==> config.mk <==
export PLATFORM = sky130hd
export DESIGN_NAME = rmc_reset_mode_control
export DESIGN_NICKNAME = d
export VERILOG_FILES = /design/src/pkg/rmc_pkg.sv /design/src/rmc_reset_mode_control.sv
export VERILOG_INCLUDE_DIRS = /design/src /design/src/pkg
export SDC_FILE = /design/constraint.sdc
export NUM_CORES = 1
export LEC_CHECK = 0
export BUFFER_PORTS_ARGS = -buffer_cell sky130_fd_sc_hd__buf_2
export CAP_MARGIN = 20
export CORE_ASPECT_RATIO = 0.9
export CORE_MARGIN = 8
export CORE_UTILIZATION = 51
export CTS_BUF_LIST = sky130_fd_sc_hd__clkbuf_8 sky130_fd_sc_hd__clkbuf_16
export DETAILED_ROUTE_END_ITERATION = 6
export PLACE_DENSITY_LB_ADDON = 0.05
export SETUP_SLACK_MARGIN = 0.15
export SLEW_MARGIN = 25
export SYNTH_ARGS = -nofsm -noshare
export SYNTH_HDL_FRONTEND = slang
export SYNTH_HIERARCHICAL = 1
export SYNTH_SLANG_ARGS = --single-unit
==> constraint.sdc <==
create_clock -name clock -period 4.5 [get_ports clock]
set_input_delay 0.225 -clock clock [delete_from_list [all_inputs] [get_ports clock]]
set_output_delay 0.225 -clock clock [all_outputs]
set_load 0.005 [all_outputs]
==> src/pkg/rmc_defines.svh <==
`ifndef RMC_DEFINES_SVH
`define RMC_DEFINES_SVH

// Clock rate in kHz.
`define RMC_CLK_KHZ          25000
// Power-on reset event length in microseconds and its cycle count.
`define RMC_POR_US           100000
`define RMC_POR_CYCLES       ((`RMC_POR_US * `RMC_CLK_KHZ) / 1000)
// Software reset event length in microseconds and its cycle count.
`define RMC_SWR_US           250
`define RMC_SWR_CYCLES       ((`RMC_SWR_US * `RMC_CLK_KHZ) / 1000)
// Command words.
`define RMC_CMD_MODE_NORMAL  16'hd540
`define RMC_CMD_MODE_SENS    16'hd500
`define RMC_CMD_SW_RESET     16'hff00
// Crystal load capacitance code: 0 = 8.5 pF, 15 = 16 pF, 0.5 pF a step.
`define RMC_XLOAD_W          4
`define RMC_XLOAD_RESET      4'h0
// Width of the event counter.
`define RMC_CNT_W            22

`endif

==> src/pkg/rmc_pkg.sv <==
`default_nettype none
package rmc_pkg;
  typedef enum logic [1:0] {
    RMC_ST_POR   = 2'b00,
    RMC_ST_SWR   = 2'b01,
    RMC_ST_RUN   = 2'b10
  } rmc_state_t;
endpackage
`default_nettype wire

==> src/rmc_reset_mode_control.sv <==
// Function
// - Reset entered on power-up, glitch while detection armed, or software command.
// - During the power-on event, up to 100 ms, all commands are ignored.
// - Two reset modes exist; sensitive is the default.
// - Normal mode disables power-glitch detection.
// - Every reset event returns configuration, including mode, to defaults.
// - Software reset matches power-on end state but lasts 0.25 ms.
// - Software reset command acts only in sensitive mode.
// - Word D540h selects normal mode; D500h selects sensitive mode.
// - Word FF00h starts a software reset; controller ensures sensitive mode.
// - Crystal load setting covers 8.5 to 16 pF in 0.5 pF steps.
// - After power-on reset, enter sleep and drive the slow clock out.
`timescale 1ns/1ps
`default_nettype none
`include "rmc_defines.svh"

module rmc_reset_mode_control #(
  parameter int POR_CYCLES = `RMC_POR_CYCLES
) (
  // Clock and power-up reset.
  input  wire logic                      clock,
  input  wire logic                      resetn,
  // Analog supply monitor.
  input  wire logic                      glitch_detect,
  // Decoded serial command words.
  input  wire logic                      cmd_valid,
  input  wire logic [15:0]               cmd_word,
  // Crystal load write from the configuration decoder.
  input  wire logic                      xload_we,
  input  wire logic [`RMC_XLOAD_W-1:0]   xload_data,
  // Status and control outputs.
  output logic                           reset_out_n,
  output logic                           cmd_accept,
  output logic                           sensitive_mode,
  output logic                           glitch_armed,
  output logic                           sleep_mode,
  output logic                           slow_clk_sel,
  output logic [`RMC_XLOAD_W-1:0]        xload_code
);

  // Event lengths as counter loads; the counter runs down to zero.
  localparam logic [`RMC_CNT_W-1:0] POR_LOAD = `RMC_CNT_W'(POR_CYCLES - 1);
  localparam logic [`RMC_CNT_W-1:0] SWR_LOAD = `RMC_CNT_W'(`RMC_SWR_CYCLES - 1);

  // Event sequencer state.
  rmc_pkg::rmc_state_t             state;
  rmc_pkg::rmc_state_t             next_state;
  logic [`RMC_CNT_W-1:0]           count;
  logic [`RMC_CNT_W-1:0]           next_count;
  logic                            next_reset_out_n;
  logic                            next_cmd_accept;
  // Next values of the mode flag, the load code and the clock flags.
  logic                            next_sensitive_mode;
  logic                            next_glitch_armed;
  logic [`RMC_XLOAD_W-1:0]         next_xload_code;
  logic                            next_sleep_mode;
  logic                            next_slow_clk_sel;
  // Conditions shared by the groups below.
  logic                            running;
  logic                            cmd_take;
  logic                            glitch_hit;
  logic                            hit_normal;
  logic                            hit_sens;
  logic                            hit_swr;
  logic                            swr_start;

  // One exact-match decoder per reset-related word; a near miss such as a
  // single flipped bit must never change the mode or start an event.
  rmc_word_match #(
    .WORD (`RMC_CMD_MODE_NORMAL)
  ) normal_match_u (
    .word (cmd_word),
    .hit  (hit_normal)
  );
  rmc_word_match #(
    .WORD (`RMC_CMD_MODE_SENS)
  ) sens_match_u (
    .word (cmd_word),
    .hit  (hit_sens)
  );
  rmc_word_match #(
    .WORD (`RMC_CMD_SW_RESET)
  ) swr_match_u (
    .word (cmd_word),
    .hit  (hit_swr)
  );

  // Commands only count while running; inside any event they are dropped.
  assign running    = (state == rmc_pkg::RMC_ST_RUN);
  assign cmd_take   = cmd_valid && running;
  // Detection follows the mode flag, so in normal mode supply spikes are masked.
  assign glitch_hit = glitch_detect && sensitive_mode;
  // The reset word acts only in sensitive mode; a glitch in the same cycle wins.
  assign swr_start  = cmd_take && hit_swr && sensitive_mode && !glitch_hit;

  // Event sequencer: a power-up or glitch event runs the long count, a
  // software reset the short one, and the output is released only at zero.
  always_comb begin
    next_state       = state;
    next_count       = count;
    next_reset_out_n = reset_out_n;
    case (state)
      rmc_pkg::RMC_ST_POR, rmc_pkg::RMC_ST_SWR: begin
        // The reset output stays low for the whole event.
        next_reset_out_n = 1'h0;
        if (glitch_hit) begin
          // A fresh spike restarts the long event instead of being lost.
          next_state = rmc_pkg::RMC_ST_POR;
          next_count = POR_LOAD;
        end else if (count == '0) begin
          next_state       = rmc_pkg::RMC_ST_RUN;
          next_reset_out_n = 1'h1;
        end else begin
          next_count = count - `RMC_CNT_W'(1);
        end
      end
      rmc_pkg::RMC_ST_RUN: begin
        if (glitch_hit) begin
          // A glitch is timed as a full power-on event.
          next_state       = rmc_pkg::RMC_ST_POR;
          next_count       = POR_LOAD;
          next_reset_out_n = 1'h0;
        end else if (swr_start) begin
          next_state       = rmc_pkg::RMC_ST_SWR;
          next_count       = SWR_LOAD;
          next_reset_out_n = 1'h0;
        end
      end
      default: begin
        // An illegal code is handled like power-up, the safest way out.
        next_state       = rmc_pkg::RMC_ST_POR;
        next_count       = POR_LOAD;
        next_reset_out_n = 1'h0;
      end
    endcase
    // Commands are taken again from the first running cycle on.
    next_cmd_accept = (next_state == rmc_pkg::RMC_ST_RUN);
  end

  // Power-up loads the same count as a glitch event, so the parameter alone
  // sets the length of every long event.
  always_ff @(posedge clock or negedge resetn) begin
    if (!resetn) begin
      state       <= rmc_pkg::RMC_ST_POR;
      count       <= POR_LOAD;
      reset_out_n <= 1'h0;
      cmd_accept  <= 1'h0;
    end else begin
      state       <= next_state;
      count       <= next_count;
      reset_out_n <= next_reset_out_n;
      cmd_accept  <= next_cmd_accept;
    end
  end

  // Reset mode flag: forced to sensitive inside every event, and changed
  // only by an exact mode word while running.
  always_comb begin
    next_sensitive_mode = sensitive_mode;
    if (!running) begin
      next_sensitive_mode = 1'h1;
    end else if (cmd_take && !glitch_hit) begin
      if (hit_normal) begin
        next_sensitive_mode = 1'h0;
      end else if (hit_sens) begin
        next_sensitive_mode = 1'h1;
      end
    end
    // Detection is armed exactly when sensitive mode is in force.
    next_glitch_armed = next_sensitive_mode;
  end

  // Sensitive mode is the power-up default.
  always_ff @(posedge clock or negedge resetn) begin
    if (!resetn) begin
      sensitive_mode <= 1'h1;
      glitch_armed   <= 1'h1;
    end else begin
      sensitive_mode <= next_sensitive_mode;
      glitch_armed   <= next_glitch_armed;
    end
  end

  // Crystal load code: writes are ignored inside an event, which would
  // otherwise undo the return to defaults.
  always_comb begin
    next_xload_code = xload_code;
    if (!running) begin
      next_xload_code = `RMC_XLOAD_RESET;
    end else if (xload_we) begin
      next_xload_code = xload_data;
    end
  end

  // The load code starts at its lowest setting.
  always_ff @(posedge clock or negedge resetn) begin
    if (!resetn) begin
      xload_code <= `RMC_XLOAD_RESET;
    end else begin
      xload_code <= next_xload_code;
    end
  end

  // Clock output control: every event ends in sleep with the slow clock on
  // the clock pin. Leaving sleep belongs to the oscillator control path,
  // so this block only ever sets these two flags.
  always_comb begin
    next_sleep_mode   = sleep_mode;
    next_slow_clk_sel = slow_clk_sel;
    if (!running) begin
      next_sleep_mode   = 1'h1;
      next_slow_clk_sel = 1'h1;
    end
  end

  // Sleep with the slow clock is the power-up state.
  always_ff @(posedge clock or negedge resetn) begin
    if (!resetn) begin
      sleep_mode   <= 1'h1;
      slow_clk_sel <= 1'h1;
    end else begin
      sleep_mode   <= next_sleep_mode;
      slow_clk_sel <= next_slow_clk_sel;
    end
  end

endmodule

// Exact match of one 16-bit command word; any other word gives no hit.
module rmc_word_match #(
  parameter logic [15:0] WORD = 16'h0000
) (
  // Received word.
  input  wire logic [15:0]  word,
  // Match flag.
  output logic              hit
);

  // A partial match never counts, so all sixteen bits are compared.
  assign hit = (word == WORD);

endmodule

`default_nettype wire

Word-level counts from Yosys, hierarchy flattened
Index checks and enable logic that the tools add are counted.
W data, S select, Z words.
{ "op_classes": {"n_reduce_logical": 12, "muxes": 21, "n_addsub": 1, "n_eq_ne": 11} }
{ "ops": {"columns": ["op", "count"], "rows": [
  ["$mux W22", 4],
  ["$eq A16 B16 Y1 const B", 3],
  ["$pmux W22 S2", 1],
  ["$logic_not A22 Y1", 1],
  ["$sub A22 B1 Y22 const B", 1],
  ["$mux W1", 8],
  ["$mux W2", 4],
  ["$mux W4", 2],
  ["$logic_and A1 B1 Y1", 6],
  ["$ne A3 B1 Y1 const B", 2],
  ["$eq A2 B2 Y1 const B", 2],
  ["$pmux W2 S2", 1],
  ["$reduce_and A2 Y1", 2],
  ["$ne A3 B3 Y1 const B", 1],
  ["$eq A2 B1 Y1 const B", 1],
  ["$logic_not A2 Y1", 1],
  ["$ne A2 B1 Y1 const B", 1],
  ["$ne A2 B2 Y1 const B", 1],
  ["$pmux W1 S2", 1],
  ["$reduce_or A2 Y1", 1],
  ["$logic_not A1 Y1", 1]
]} }
{ "word_totals": {"inputBits": 25, "out_inout_bits": 10, "ff_bits": 31, "elab_cells": 51} }

Depth between registers and ports, before layout
{ "logic_depth": {"ltp_word": 9, "ltp_mapped": 8, "ltp_nobuf": 7} }

Modules after synthesis
The synthesis kept the hierarchy.
{ "modules_own_cells": {"columns": ["mod", "area_each_um2", "cells_per_inst", "seq_area_each_um2", "instances"], "rows": [
  ["rmc_reset_mode_control", 1794.2, 189, 788.3, 1],
  ["rmc_word_match at normal_match_u", 51.3, 5, 0.0, 1],
  ["rmc_word_match at swr_match_u", 50.0, 5, 0.0, 1],
  ["rmc_word_match at sens_match_u", 48.8, 5, 0.0, 1]
]} }

Worst setup path after synthesis
OpenSTA, ideal clock, no wires.
{ "synth_path": {"kind": "input port to flip-flop", "from": "in cmd_word[1]", "to": "reg count[21]", "stages": 7, "n_path_buf": 0, "arrival_time_ns": 2.043, "slack_ns": 2.380, "t_required_ns": 4.423, "setup_time_ns": 0.077, "cell_sequence": "or4b_1 nor4_2 nand3_1 nand3_1 o21ai_0 or4_1 a31oi_1"} }
{ "synth_via": {"elab_chain_len": 6} }
{ "synth_rtl": {"columns": ["element", "line_no", "rtl"], "rows": [
  ["start: declaration", "rmc_reset_mode_control.sv:27", "input wire logic [15:0] cmd_word,"],
  ["$eq A16 B16 Y1", "rmc_reset_mode_control.sv:240", "assign hit = (word == WORD);"],
  ["net hit_swr", "rmc_reset_mode_control.sv:64", "logic hit_swr;"],
  ["$logic_and A1 B1 Y1 (3 in series)", "rmc_reset_mode_control.sv:94", "assign swr_start = cmd_take && hit_swr && sensitive_mode && !glitch_hit;"],
  ["$ne A3 B1 Y1 (no source line)", null, null],
  ["$reduce_and A2 Y1 (no source line)", null, null],
  ["end signal: assignment", "rmc_reset_mode_control.sv:150", "count <= next_count;"],
  ["end: declaration", "rmc_reset_mode_control.sv:48", "logic [`RMC_CNT_W-1:0] count;"]
]} }
The timed path passes the listed nets, and every way through them passes these cells.
A chain may end at the register's enable or synchronous reset.

Worst setup path after layout
{ "layout_path": {"from": "reg count[0]", "to": "reg count[7]"} }
{ "layout_via": {"elab_chain_len": 4, "elab_cells_between_ends": 7, "classes_between": "add/sub: 1; eq/ne: 1; mux: 3; reduce/logical: 2"} }
{ "layout_rtl": {"columns": ["element", "line_no", "rtl"], "rows": [
  ["$sub A22 B1 Y22", "rmc_reset_mode_control.sv:114", "next_count = count - `RMC_CNT_W'(1);"],
  ["$mux W22", "rmc_reset_mode_control.sv:110", "end else if (count == '0) begin"],
  ["$mux W22", "rmc_reset_mode_control.sv:106", "if (glitch_hit) begin"],
  ["$pmux W22 S2", "rmc_reset_mode_control.sv:102", "case (state)"]
]} }
Several ways; a longest one is shown, not always the timed one. The select of a mux whose other input is x is not followed.

==> summary.md <==
| Metric | Value |
|---|---|
| Port-buffer cells | 32 |
| Worst endpoint required time | 4.71 ns |
| Commonest non-fill, non-tap cells in the layout | buf_2 (32), dfrtp_1 (21), a21oi_1 (17), nand2_1 (15), nor2_1 (14) |
| Comb pwr share | 10.9% |
| Reg2Reg Launch Point | count[0] |
| Die area | 6050 um^2 |
| First DRT Iteration DRCs | 158 |
| Mapped cell area | 1940 um^2 |
| Reg2reg setup slack | 2.13 ns |
| Slew Limit Fails | 0 |
| Fin util | 60.4% |
| Synth Warn # | 6 |
| First-pass GRT wire length | 8.38 mm |
| Post-cts sizing count | 0 |
| Worst Hold Endpoint | state[0] |
| Hpwl dp | 3.78 mm |
| Clk_skew | 0.00607 ns |
| Power Dens Cells | 264 nW/um^2 |
| Switching share of power | 25.9% |
| Top_reg_cell synth | dfrtp_1 |
| Crit path launch type | register |
| Die width | 81.1 um |
| Num ports | 35 |
| Most common cell after layout, fill and taps aside | buf_2 |
| Gate Count Post-Synth | 204 |
| # clock sinks | 31 |
| Design area | 2220 um^2 |
| Hold_ws | 0.166 ns |
| Int Power | 0.000435 W |
| Status | completed |
| #FFs+latches synth | 31 |
| DP Worst Slack | 2.01 ns |
| Hold crit path type | primary input to register |
| Max-slew headroom | 41.5% |
| Overflow left after global routing | 0 |
| Clock Latency Late Sink | 0.29 ns |
| Max cap viols | 0 |
| Sequential share of power | 50.8% |
| Crit path from | count[0] |
| Area grow syn2layout | 14.3% |
| Htree depth | 2 |
| HP Start | glitch_detect |
| Fin. Hold Viols | 0 |
| DP Area | 2120 um^2 |
| N_diodes | 0 |
| Seq/Total Area, Yosys | 40.5% |
| Sw Pwr | 0.000152 W |
| Clk pwr share | 38.3% |
| Vias in the first global route | 1791 |
| Die height | 74.6 um |
| Postcts setup bufs | 0 |
| Async S/R FF share, synth | 100% |
| Gpl congestion | 0.931 |
| Clock transition at path regs | 0.06 ns |
| Maximum clock rate | 0.421 GHz |
| Worst Tran Pin Value | 0.871 ns |
| Worst vdd ir | 0.207 mV |
| EDFF count, synth | 0 |
| Arrival @ worst endpoint | 2.58 ns |
| RSZ-0062 raised after global routing | no |
| FF-to-FF path depth | 7 |
| Setup Viol. Count Final | 0 |
| Initial Util | 52.9% |
| Synth cell types | 52 |
| Filler cell count | 329 |
| Final WL | 4.95 mm |
| Residual DRC | 0 |
| Wire per inst | 17.4 um |
| Worst-case clock buffer depth | 2 |
| CTS Buf Count | 5 |
| Avg Inst Size Synth | 9.53 um^2 |
| Fraction of layout cells with a size suffix above 1 | 27.2% |
| RR Endpoint | count[7] |
| Rows | 21 |
| Final worst slack | 2.13 ns |
| Total GRT Usage | 17.7% |
| Hold_buf cts | 1 |
| Drt pass-1 iters | 4 |
| Kind of critical path | register to register |
| P_leak | 0.902 nW |
| Layout net count | 265 |
| CP Max Fanout | 8 |
| CTS Root Cell | clkbuf_8 |
| Post-route ant nets | 0 |
| Vias per cell | 6.22 |
| Initial antenna violation count | 0 |
| Setup TNS | 0 ns |
| DR vias | 1774 |
| Crit path time final | 2.37 ns |
| Period utilization | 52.7% |
| Hold depth | 2 |
| Largest net degree at the start of global routing | 32 |
| Core area | 3680 um^2 |
| CTS tree | built |
| CP endpoint kind | register |
stage by stage:
step	std cells	power [W]
4_1_cts	285	0.000592
3_5_place_dp	276	0.000366
3_3_place_gp	276	0.000361
6_report	285	0.000587
5_1_grt	285	0.000616
2_1_floorplan	205	0.000337
registers in the layout, summed over array words and instances, names as in the netlist:
name and count:
glitch_armed 1, cmd_accept 1, count 22, state 2, reset_out_n 1, xload_code 4
worst max-delay path by stage:
stage,end,cells past startpoint
6_report,count[7],7
5_1_grt,count[7],7
4_1_cts,count[7],7
3_5_place_dp,count[21],8
3_3_place_gp,count[21],8
2_1_floorplan,count[21],7
critical path, stage by stage (launching register included):
cell and delay, ns:
dfrtp_1 0.43, inv_1 0.13, ha_1 0.18, nor4b_1 0.44
nand2_1 0.30, o21ai_0 0.48, o21ai_0 0.18, a21oi_1 0.16
routing by layer:
layer	GRT usage [%]	routed length, um
met5	0	0
met4	5.94	78
met3	5.43	336
met2	28.0	2290
met1	22.5	2250
layout make-up:
type | count | area (um^2) | share of cell area (%)
inverters | 2 | 7.51 | 0.338
flip-flops and latches | 31 | 788 | 35.5
multi-input cells | 165 | 1110 | 49.8
clock buffers | 6 | 82.6 | 3.72
clock inverters | 2 | 8.76 | 0.394
well taps | 46 | 57.6 | 2.59
repair buffers | 33 | 170 | 7.66
cell families after synthesis:
kind of cell | count (synthesis) | share of synthesized area (%)
AOI/OAI and AO/OA | 51 | 16.6
xor gates and xnor gates | 3 | 1.35
adders and majority gates | 2 | 1.29
buffers and inverters | 9 | 2.70
DFF | 31 | 40.5
muxes | 5 | 2.57
other | 1 | 0.193
and+or+nand+nor | 102 | 34.8
cell usage after synthesis (3+ instances only):
library cell	number	area, um^2
o211ai_1	4	30.0
o21ai_0	9	45.0
nand3_1	8	40.0
dfrtp_1	21	526
nand4_1	3	18.8
nand2_1	15	56.3
nor4_1	3	18.8
or4_1	6	45.0
a21oi_1	17	85.1
or3_1	3	18.8
buf_4	3	22.5
or4b_1	8	80.1
clkbuf_1	3	11.3
nand2b_1	3	18.8
nor2_1	14	52.6
mux2i_1	5	50.1
nor4_2	3	37.5
and2_1	3	18.8
nand4b_1	4	35.0
o31ai_1	6	45.0
a31oi_1	3	18.8
and3_1	6	37.5
nor3_1	6	30.0
dfstp_2	10	263
power by group through the flow:
stage | logic (W) | clock network (W) | registers [W]
CTS | 0.0000636 | 0.000230 | 0.000298
global placement | 0.0000586 | 0 | 0.000303
floorplan | 0.0000370 | 0 | 0.000300
finish | 0.0000638 | 0.000225 | 0.000299
detailed placement | 0.0000629 | 0 | 0.000303
global route | 0.0000723 | 0.000244 | 0.000300
No activity file was read; power rests on OpenSTA's default activity.
